<file path="config.mk">
export PLATFORM = sky130hd
export DESIGN_NAME = fpt_top
export DESIGN_NICKNAME = d
export VERILOG_FILES = /design/src/hdl/fpt_pkg.sv /design/src/hdl/fpt_ifs.sv /design/src/hdl/fpt_lut_mem.sv /design/src/hdl/fpt_tach.sv /design/src/hdl/fpt_top.sv
export SDC_FILE = /design/constraint.sdc
export NUM_CORES = 1
export LEC_CHECK = 0
export CORE_MARGIN = 2
export CORE_UTILIZATION = 35
export DETAILED_ROUTE_END_ITERATION = 7
export DONT_BUFFER_PORTS = 1
export PLACE_DENSITY_LB_ADDON = 0.1
export SLEW_MARGIN = 20
export SYNTH_ARGS = -nofsm -noshare
export SYNTH_HDL_FRONTEND = slang
export SYNTH_SLANG_ARGS = --single-unit
</file>
<file path="constraint.sdc">
create_clock -name SYS_CLK -period 6.15 [get_ports SYS_CLK]
set_clock_uncertainty 0.15 [all_clocks]
set_input_delay 1.23 -clock SYS_CLK [delete_from_list [all_inputs] [get_ports SYS_CLK]]
set_output_delay 1.23 -clock SYS_CLK [all_outputs]
set_load 0.03 [all_outputs]
</file>
<file path="src/hdl/fpt_pkg.sv">
// Behaviour
// - a frequency code of zero runs exactly like a code of one
// - for code N the full-on duty value is 2N, resolution 1/(2N)
// - one period lasts 2N cycles of the 360 kHz or 1.4 kHz clock
// - on-time fraction is the 6-bit duty value divided by 2N
// - eight temperature/duty pairs at 50h-5Fh pick duty from temperature
// - tach count is 90 kHz reference periods over one tach input period
// - tach count is 16 bits, low byte at 46h, high byte at 47h
// - signed offset in 11h/12h is added to each remote result
// - tach alarm sets when the count exceeds the programmed limit
package fpt_pkg;

  // ****************************************************************
  // clock rates and derived divider counts
  // ****************************************************************
  localparam int unsigned CLK_HZ       = 50_000_000;
  localparam int unsigned PWM_FAST_HZ  = 360_000;
  localparam int unsigned PWM_SLOW_HZ  = 1_400;
  localparam int unsigned TACH_REF_HZ  = 90_000;
  localparam int unsigned FAST_DIV_CYC = CLK_HZ / PWM_FAST_HZ;
  localparam int unsigned SLOW_DIV_CYC = CLK_HZ / PWM_SLOW_HZ;
  localparam int unsigned TACH_DIV_CYC = CLK_HZ / TACH_REF_HZ;

  // ****************************************************************
  // register offsets
  // ****************************************************************
  localparam logic [7:0] REG_REMOTE_HI = 8'h01;
  localparam logic [7:0] REG_STATUS    = 8'h02;
  localparam logic [7:0] REG_REMOTE_LO = 8'h10;
  localparam logic [7:0] REG_OFFS_HI   = 8'h11;
  localparam logic [7:0] REG_OFFS_LO   = 8'h12;
  localparam logic [7:0] REG_TACH_LO   = 8'h46;
  localparam logic [7:0] REG_TACH_HI   = 8'h47;
  localparam logic [7:0] REG_TLIM_LO   = 8'h48;
  localparam logic [7:0] REG_TLIM_HI   = 8'h49;
  localparam logic [7:0] REG_PWM_DUTY  = 8'h4C;
  localparam logic [7:0] REG_PWM_FREQ  = 8'h4D;
  localparam logic [3:0] LUT_PAGE      = 4'h5;

  // ****************************************************************
  // reset values and field positions
  // ****************************************************************
  localparam logic [7:0]  DUTY_RST     = 8'h00;
  localparam logic [7:0]  FREQ_RST     = 8'h00;
  localparam logic [7:0]  OFFS_HI_RST  = 8'h00;
  localparam logic [2:0]  OFFS_LO_RST  = 3'h0;
  localparam logic [7:0]  TLIM_HI_RST  = 8'hFF;
  localparam logic [5:0]  TLIM_LO_RST  = 6'h3F;
  localparam logic [15:0] TACH_SAT     = 16'hFFFF;
  localparam int unsigned STAT_TACH_BIT = 0;

  typedef enum logic [1:0] {SC_TEMP, SC_CMP, SC_DUTY} fpt_scan_e;

endpackage

</file>
<file path="src/hdl/fpt_ifs.sv">
`timescale 1ns/1ps
// lookup table memory ports: one write, two registered reads
interface fpt_lut_if;
  logic       we;
  logic [3:0] waddr;
  logic [7:0] wdata;
  logic [3:0] a_addr;
  logic [7:0] a_data;
  logic [3:0] b_addr;
  logic [7:0] b_data;
  modport mem  (input we, waddr, wdata, a_addr, b_addr,
                output a_data, b_data);
  modport user (output we, waddr, wdata, a_addr, b_addr,
                input a_data, b_data);
endinterface

// tach period result handed to the register side
interface fpt_tach_if;
  logic [15:0] count;
  logic        upd;
  modport meas (output count, upd);
  modport user (input count, upd);
endinterface

</file>
<file path="src/hdl/fpt_lut_mem.sv">
`timescale 1ns/1ps
module fpt_lut_mem
(
  // clock and reset
  input wire logic SYS_CLK,
  input wire logic RESETN,
  // table ports
  fpt_lut_if.mem   lif
);

  typedef struct packed {
    logic [15:0][7:0] arr;
    logic [7:0]       a_q;
    logic [7:0]       b_q;
  } fpt_mem_s;

  fpt_mem_s s_q;
  fpt_mem_s s_d;

  assign lif.a_data = s_q.a_q;
  assign lif.b_data = s_q.b_q;

  // a write lands at the edge, reads show the old word one cycle later
  always_comb
  begin
    s_d = s_q;
    if (lif.we)
    begin
      s_d.arr[lif.waddr] = lif.wdata;
    end
    s_d.a_q = s_q.arr[lif.a_addr];
    s_d.b_q = s_q.arr[lif.b_addr];
  end

  // state register
  always_ff @(posedge SYS_CLK or negedge RESETN)
  begin
    if (!RESETN)
    begin
      s_q <= '0;
    end
    else
    begin
      s_q <= s_d;
    end
  end

endmodule // fpt_lut_mem

</file>
<file path="src/hdl/fpt_tach.sv">
`timescale 1ns/1ps
module fpt_tach
(
  // clock and reset
  input wire logic SYS_CLK,
  input wire logic RESETN,
  // fan tachometer pin
  input wire logic TACH_IN,
  // period result
  fpt_tach_if.meas tif
);

  typedef struct packed {
    logic        s1;
    logic        s2;
    logic        prev;
    logic [9:0]  div;
    logic [15:0] acc;
    logic [15:0] cnt;
    logic        upd;
  } fpt_tach_s;

  fpt_tach_s s_q;
  fpt_tach_s s_d;
  logic      ref_tick;
  logic      edge_seen;

  // 90 kHz reference tick and rising edge of the synced pin
  assign ref_tick  = s_q.div == 10'(fpt_pkg::TACH_DIV_CYC - 1);
  assign edge_seen = s_q.s2 && !s_q.prev;
  assign tif.count = s_q.cnt;
  assign tif.upd   = s_q.upd;

  // count reference periods between rising tach edges, saturating
  always_comb
  begin
    s_d      = s_q;
    s_d.s1   = TACH_IN;
    s_d.s2   = s_q.s1;
    s_d.prev = s_q.s2;
    s_d.upd  = 1'b0;
    s_d.div  = ref_tick ? 10'h000 : s_q.div + 10'h001;
    if (edge_seen)
    begin
      s_d.cnt = s_q.acc;
      s_d.upd = 1'b1;
      s_d.acc = 16'h0000;
    end
    else if (s_q.acc == fpt_pkg::TACH_SAT)
    begin
      s_d.cnt = fpt_pkg::TACH_SAT;                   // stalled fan
    end
    else if (ref_tick)
    begin
      s_d.acc = s_q.acc + 16'h0001;
    end
  end

  // state register
  always_ff @(posedge SYS_CLK or negedge RESETN)
  begin
    if (!RESETN)
    begin
      s_q      <= '0;
      // pin idles high under its pull-up: no false edge after reset
      s_q.s1   <= 1'b1;
      s_q.s2   <= 1'b1;
      s_q.prev <= 1'b1;
    end
    else
    begin
      s_q <= s_d;
    end
  end
endmodule // fpt_tach

</file>
<file path="src/hdl/fpt_top.sv">
`timescale 1ns/1ps
module fpt_top
#(
  parameter int unsigned SLOW_DIV = fpt_pkg::SLOW_DIV_CYC
)
(
  // clock and reset
  input  wire logic        SYS_CLK,
  input  wire logic        RESETN,
  // register port
  input  wire logic [7:0]  REG_ADDR,
  input  wire logic [7:0]  REG_WDATA,
  input  wire logic        REG_WR,
  input  wire logic        REG_RD,
  output wire logic [7:0]  REG_RDATA,
  output wire logic        REG_RVALID,
  // remote conversion result
  input  wire logic [10:0] REMOTE_ADC,
  input  wire logic        REMOTE_ADC_VALID,
  // fan control selects
  input  wire logic        PWM_SLOW_SEL,
  input  wire logic        LUT_ENABLE,
  // fan pins
  output wire logic        PWM_O,
  output wire logic        PWM_OE,
  input  wire logic        TACH_IN,
  output wire logic        TACH_ALARM
);

  // ****************************************************************
  // helpers
  // ****************************************************************

  // full-scale duty value for a frequency code, code 0 taken as 1
  function automatic logic [6:0] full_scale(input logic [7:0] code);
    logic [6:0] fs;
    fs = (code[4:0] == 5'h00) ? 7'h02 : {1'b0, code[4:0], 1'b0};
    return fs;
  endfunction

  typedef struct packed {
    logic [7:0]          duty;
    logic [7:0]          freq;
    logic [7:0]          offs_hi;
    logic [2:0]          offs_lo;
    logic [7:0]          tlim_hi;
    logic [5:0]          tlim_lo;
    logic [10:0]         remote;
    logic                alarm;
    logic [7:0]          tach_snap;
    logic [15:0]         div;
    logic [5:0]          pcnt;
    logic                pwm;
    fpt_pkg::fpt_scan_e  scan;
    logic [2:0]          idx;
    logic                hit;
    logic [5:0]          cand;
    logic [5:0]          lut_duty;
    logic                rd1;
    logic                rd1_lut;
    logic [7:0]          rd1_val;
    logic [7:0]          rdata;
    logic                rvalid;
  } fpt_top_s;

  fpt_top_s    s_q;
  fpt_top_s    s_d;
  logic        tick;
  logic [15:0] div_last;
  logic [6:0]  full;
  logic [5:0]  duty_eff;
  logic [15:0] limit;
  logic        over;
  logic [5:0]  cand_pick;
  logic [5:0]  pcnt_nx;
  logic        rd_status;

  fpt_lut_if  lif ();
  fpt_tach_if tif ();

  // ****************************************************************
  // sub blocks
  // ****************************************************************

  // lookup table storage
  fpt_lut_mem u_lut
  (
    .SYS_CLK (SYS_CLK),
    .RESETN  (RESETN),
    .lif     (lif)
  );

  // tach period counter
  fpt_tach u_tach
  (
    .SYS_CLK (SYS_CLK),
    .RESETN  (RESETN),
    .TACH_IN (TACH_IN),
    .tif     (tif)
  );

  // ****************************************************************
  // combinational terms
  // ****************************************************************

  // pwm clock select and step tick
  assign div_last = PWM_SLOW_SEL ? 16'(SLOW_DIV - 1)
                                 : 16'(fpt_pkg::FAST_DIV_CYC - 1);
  assign tick     = s_q.div >= div_last;
  assign full     = full_scale(s_q.freq);
  assign duty_eff = LUT_ENABLE ? s_q.lut_duty : s_q.duty[5:0];
  assign pcnt_nx  = ({1'b0, s_q.pcnt} >= 7'(full - 7'h01)) ? 6'h00
                                       : s_q.pcnt + 6'h01;

  // tach limit and comparison
  assign limit     = {s_q.tlim_hi, s_q.tlim_lo, 2'b00};
  assign over      = tif.count > limit;
  assign rd_status = REG_RD && REG_ADDR == fpt_pkg::REG_STATUS;

  // duty kept by the table scan for the entry now in view
  assign cand_pick = (s_q.idx == 3'h0 || s_q.hit) ? lif.b_data[5:0]
                                                  : s_q.cand;

  // table ports: writes and reads from the register port, scan on b
  assign lif.we     = REG_WR && REG_ADDR[7:4] == fpt_pkg::LUT_PAGE;
  assign lif.waddr  = REG_ADDR[3:0];
  assign lif.wdata  = REG_WDATA;
  assign lif.a_addr = REG_ADDR[3:0];
  assign lif.b_addr = {s_q.idx, s_q.scan != fpt_pkg::SC_TEMP};

  // outputs: the open-drain pin pulls low whenever the level is low
  assign PWM_O      = 1'b0;
  assign PWM_OE     = !s_q.pwm;
  assign TACH_ALARM = s_q.alarm;
  assign REG_RDATA  = s_q.rdata;
  assign REG_RVALID = s_q.rvalid;

  // ****************************************************************
  // next state
  // ****************************************************************

  // registers, pwm, table scan, alarm and read pipeline
  always_comb
  begin
    s_d        = s_q;
    s_d.rvalid = 1'b0;

    // register writes
    if (REG_WR)
    begin
      case (REG_ADDR)
        fpt_pkg::REG_OFFS_HI:  s_d.offs_hi = REG_WDATA;
        fpt_pkg::REG_OFFS_LO:  s_d.offs_lo = REG_WDATA[7:5];
        fpt_pkg::REG_TLIM_LO:  s_d.tlim_lo = REG_WDATA[7:2];
        fpt_pkg::REG_TLIM_HI:  s_d.tlim_hi = REG_WDATA;
        fpt_pkg::REG_PWM_DUTY: s_d.duty    = REG_WDATA;
        fpt_pkg::REG_PWM_FREQ: s_d.freq    = REG_WDATA;
        default:               s_d.duty    = s_q.duty;
      endcase
    end

    // offset added to each new remote result
    if (REMOTE_ADC_VALID)
    begin
      s_d.remote = REMOTE_ADC + {s_q.offs_hi, s_q.offs_lo};
    end

    // pwm divider, step counter and output level
    if (tick)
    begin
      s_d.div  = 16'h0000;
      s_d.pcnt = pcnt_nx;
      s_d.pwm  = {1'b0, pcnt_nx} < {1'b0, duty_eff};
    end
    else
    begin
      s_d.div = s_q.div + 16'h0001;
    end

    // table scan: highest entry whose temperature is reached wins, entry 0 if none is reached
    case (s_q.scan)
      fpt_pkg::SC_TEMP:
      begin
        s_d.scan = fpt_pkg::SC_CMP;
      end
      fpt_pkg::SC_CMP:
      begin
        s_d.hit  = $signed(s_q.remote[10:3]) >= $signed(lif.b_data);
        s_d.scan = fpt_pkg::SC_DUTY;
      end
      fpt_pkg::SC_DUTY:
      begin
        s_d.cand = cand_pick;
        if (s_q.idx == 3'h7)
        begin
          s_d.lut_duty = cand_pick;
        end
        s_d.idx  = s_q.idx + 3'h1;
        s_d.scan = fpt_pkg::SC_TEMP;
      end
      default:
      begin
        s_d.scan = fpt_pkg::SC_TEMP;
      end
    endcase

    // sticky tach alarm: a status read clears, a new excess wins
    if (rd_status)
    begin
      s_d.alarm = 1'b0;
    end
    if (over)
    begin
      s_d.alarm = 1'b1;
    end

    // read stage one: pick the value, snapshot the tach high byte
    s_d.rd1     = REG_RD;
    s_d.rd1_lut = REG_RD && REG_ADDR[7:4] == fpt_pkg::LUT_PAGE;
    s_d.rd1_val = 8'h00;
    if (REG_RD)
    begin
      case (REG_ADDR)
        fpt_pkg::REG_REMOTE_HI: s_d.rd1_val = s_q.remote[10:3];
        fpt_pkg::REG_REMOTE_LO: s_d.rd1_val = {s_q.remote[2:0], 5'h00};
        fpt_pkg::REG_STATUS:
          s_d.rd1_val[fpt_pkg::STAT_TACH_BIT] = s_q.alarm;
        fpt_pkg::REG_OFFS_HI:   s_d.rd1_val = s_q.offs_hi;
        fpt_pkg::REG_OFFS_LO:   s_d.rd1_val = {s_q.offs_lo, 5'h00};
        fpt_pkg::REG_TACH_LO:
        begin
          s_d.rd1_val   = tif.count[7:0];
          s_d.tach_snap = tif.count[15:8];
        end
        fpt_pkg::REG_TACH_HI:   s_d.rd1_val = s_q.tach_snap;
        fpt_pkg::REG_TLIM_LO:   s_d.rd1_val = {s_q.tlim_lo, 2'b00};
        fpt_pkg::REG_TLIM_HI:   s_d.rd1_val = s_q.tlim_hi;
        fpt_pkg::REG_PWM_DUTY:  s_d.rd1_val = s_q.duty;
        fpt_pkg::REG_PWM_FREQ:  s_d.rd1_val = s_q.freq;
        default:                s_d.rd1_val = 8'h00;
      endcase
    end

    // read stage two: table data has arrived from the memory
    if (s_q.rd1)
    begin
      s_d.rvalid = 1'b1;
      s_d.rdata  = s_q.rd1_lut ? lif.a_data : s_q.rd1_val;
    end
  end

  // ****************************************************************
  // state register
  // ****************************************************************

  // reset leaves duty and code at zero so the pin is held low
  always_ff @(posedge SYS_CLK or negedge RESETN)
  begin
    if (!RESETN)
    begin
      s_q          <= '0;
      s_q.duty     <= fpt_pkg::DUTY_RST;
      s_q.freq     <= fpt_pkg::FREQ_RST;
      s_q.offs_hi  <= fpt_pkg::OFFS_HI_RST;
      s_q.offs_lo  <= fpt_pkg::OFFS_LO_RST;
      s_q.tlim_hi  <= fpt_pkg::TLIM_HI_RST;
      s_q.tlim_lo  <= fpt_pkg::TLIM_LO_RST;
      s_q.scan     <= fpt_pkg::SC_TEMP;
    end
    else
    begin
      s_q <= s_d;
    end
  end
endmodule // fpt_top

</file>
==> impl_results.md <==
- Outcome: finished, final reports clean
- Hpwl dp: 30,000 um
- Sw Ratio: 0.244
- Syn avg cell area: 12.7 sq um
- Largest net degree at the start of global routing: 311
- Die width: 221 um
- Share of layout cells above drive strength 1: 0.301
- Clock Latency Late Sink: 0.56 ns
- Leak: 0.00807 uW
- Worst Hold Class: flip-flop to flip-flop
- Final setup violation count: 0
- Critical path's slowest cell: dfrtp_1
- FP Rows: 79
- Post-synth top area share: 0.446
- CP endpoint kind: flip-flop
- Final WL: 45,500 um
- Gp weighted congestion: 0.807
- CTS Buf Count: 39
- Clock share of power: 0.472
- Max Slew Vio Count: 0
- Post-CTS sizing: 0
- Vias in the first global route: 10,700
- Maximum VDD drop: 0.227 mV
- Combinational fraction of design power: 0.098
- Hold Path Depth: 0
- Final ANT Viol Nets: 0
- Slew at the pin closest to its max-slew limit: 1.04 ns
- CP peak stage delay: 0.43 ns
- Vias per cell: 5.49
- R2R depth: 15
- Setup CP Type: flip-flop to flip-flop
- Post-synth ARST share: 1.00
- Top FF cell, synth: dfrtp_1
- Setup crit start: s_q[106]
- Mapped Cells: 1,298
- Total congestion overflow: 0
- CTS tree: done
- Slew margin rel.: 0.302
- Postcts setup bufs: 0
- Reg clk slew, reported paths: 0.06 ns
- Crit path DAT: 3.90 ns
- Final hold viol count: 0
- Core area: 46,500 sq um
- Die footprint: 48,800 sq um
- Synthesis warning total: 0
- PwrDens: 295 nW/um^2
- RSZ-0062 raised after global routing: false
- Router iterations before antenna repair: 5
- Worst setup SP type: flip-flop
- Worst hold start: u_tach.s_d[44]
- Most frequent CP cell: a21o_1
- Vias: 10,400
- Final net count: 1,359
- Commonest cells after routing, fill and taps aside: dfrtp_1 (292), mux2_2 (187), mux4_2 (80)
- Root buffer cell: clkbuf_16
- R2R Path Start: s_q[106]
- P&R area growth vs syn: 11.1%
- Cell Area, Synth: 16,500 sq um
- Synth top area cells: dfrtp_1 (45%), mux2_2 (13%), mux4_2 (11%)
- Final period util: 0.582
- Critical Path RT: 6.47 ns
- FMAX: 279 MHz
- Dominant cell type by area after synthesis: dfrtp_1
- Port Buffer Count: 0
- Fin Hold WS: 0.207 ns
- Initial antenna violation count: 0
- Synth cell types: 84
- Chip height: 221 um
- Clock sink count: 310
- Sequential area share after synthesis: 0.473
- Net switching power: 1320 uW
- Flop pwr share: 0.430
- Fill count: 4,390
- GRT Total Usage: 0.189
- DR iter-0 viols: 581
- Most common cell after layout, fill and taps aside: dfrtp_1
- Average wire per standard cell: 23.9 um
- # IOs: 47
- Post-synth EDFFs: 0
- Crit-path cells: or3_1, o21bai_1, nor2_1, xnor2_1, ha_1, o21ai_0, o21ai_0, a21o_1, a21oi_1, ha_1, a21o_1, a21o_1, a21oi_1, mux2i_1, a31oi_1
- #FFs+latches synth: 310
- Min Tclk post-route: 3.58 ns
- Internal power: 4080 uW
- Remaining DRCs: 0
- Max-cap violations: 0
- Max FO, Critical Path: 11
- Synth Net Count: 1,391
- Htree depth: 2
- First-pass GRT wire length: 70,300 um
- Initial core utilization: 0.354
- Cts hold-fix bufs: 0
- Clock Tree Buf Depth: 3
- Setup tns final: 0 ns
- # diodes: 0
through the flow:
stage / utilization / area (sq um) / setup WS [ns] / power, uW / instances
after CTS: 0.394 / 18300 / 2.54 / 5480 / 1902
after detailed placement: 0.363 / 16900 / 2.56 / 2890 / 1832
final: 0.394 / 18300 / 2.57 / 5390 / 1902
after global placement: 0.363 / 16900 / 2.63 / 2870 / 1832
after global routing: 0.394 / 18300 / 2.29 / 5640 / 1902
after floorplan: - / 16500 / 2.90 / 2780 / 1298
routing by layer:
layer,wire (um),global-route usage,vias up
li1,-,-,4751
met1,21000,0.264,5427
met2,21500,0.298,206
met3,2000,0.0366,64
met4,1040,0.0587,0
met5,0,0,-
synth_stat cells, drive strengths merged, types with 5 or more instances:
cell type and count:
dfrtp 293, mux2 188, mux4 80, nand2 79, nor2 75, ha 57
o21ai 46, clkbuf 41, inv 40, a21oi 38, buf 38, mux2i 30
nand3 22, dfstp 17, nor3 17, xnor2 17, nand2b 16, nor2b 16
o22a 16, and3 15, nand4 15, xor2 15, a21o 10, a22oi 8
a31oi 8, a211oi 6, and2 6, and4 6, a22o 5, a32oi 5
or3 5
state kept, by name, indices dropped and copies added (netlist names):
name	cells
TACH_ALARM	1
u_tach.s_d	2
u_tach.tif.count	16
s_q	94
limit	14
u_tach.s_q	27
lif.b_addr	3
u_lut.lif.b_data	8
u_lut.s_q	128
REG_RVALID	1
REG_RDATA	8
u_lut.lif.a_data	8
power by group through the flow:
stage	Combinational (uW)	Sequential, uW	Clock [uW]
2_1_floorplan	489	2290	0
3_3_place_gp	521	2350	0
3_5_place_dp	532	2350	0
4_1_cts	535	2320	2630
5_1_grt	593	2340	2710
6_report	530	2320	2550
final timing paths:
path	slack, ns	to
max in group asynchronous	5.00	u_tach.s_q[39]
hold reg to reg	0.21	u_tach.s_d[43]
min in group asynchronous	0.22	s_q[77]
hold / removal	0.21	u_tach.s_d[43]
setup reg to reg	2.57	s_q[37]
setup / recovery	2.57	s_q[37]
critical path, delay by kind of cell (launching register included):
kind                     cells  cell delay, ns
AO/OA/AOI/OAI                9            1.59
adder cells (fa/ha/maj)      2            0.58
XOR/XNOR                     1            0.13
flip-flops                   1            0.43
AND/OR/NAND/NOR              2            0.50
multiplexers                 1            0.11
final cells by class:
cell class,count,area [sq um],area share
Multi-Input combinational cell,869,8140,0.445
Sequential cell,310,7780,0.425
Clock buffer,55,1140,0.0623
Tap cell,607,759,0.0415
Clock inverter,15,275,0.0151
Inverter,40,150,0.00821
Timing Repair Buffer,6,45.0,0.00246
cells by family (layout without fill, tap and decap cells):
family | count (synthesis) | after routing | synth area share
buffers and inverters | 119 | 116 | 0.0331
XOR/XNOR | 32 | 32 | 0.0170
AND/OR/NAND/NOR | 297 | 297 | 0.0995
other | 1 | 1 | 0.000228
AO/OA/AOI/OAI | 183 | 183 | 0.0765
flip-flops | 310 | 310 | 0.473
multiplexers | 298 | 298 | 0.256
adder cells (fa/ha/maj) | 58 | 58 | 0.0446
Note: power is estimated with default switching activity, not from simulation.
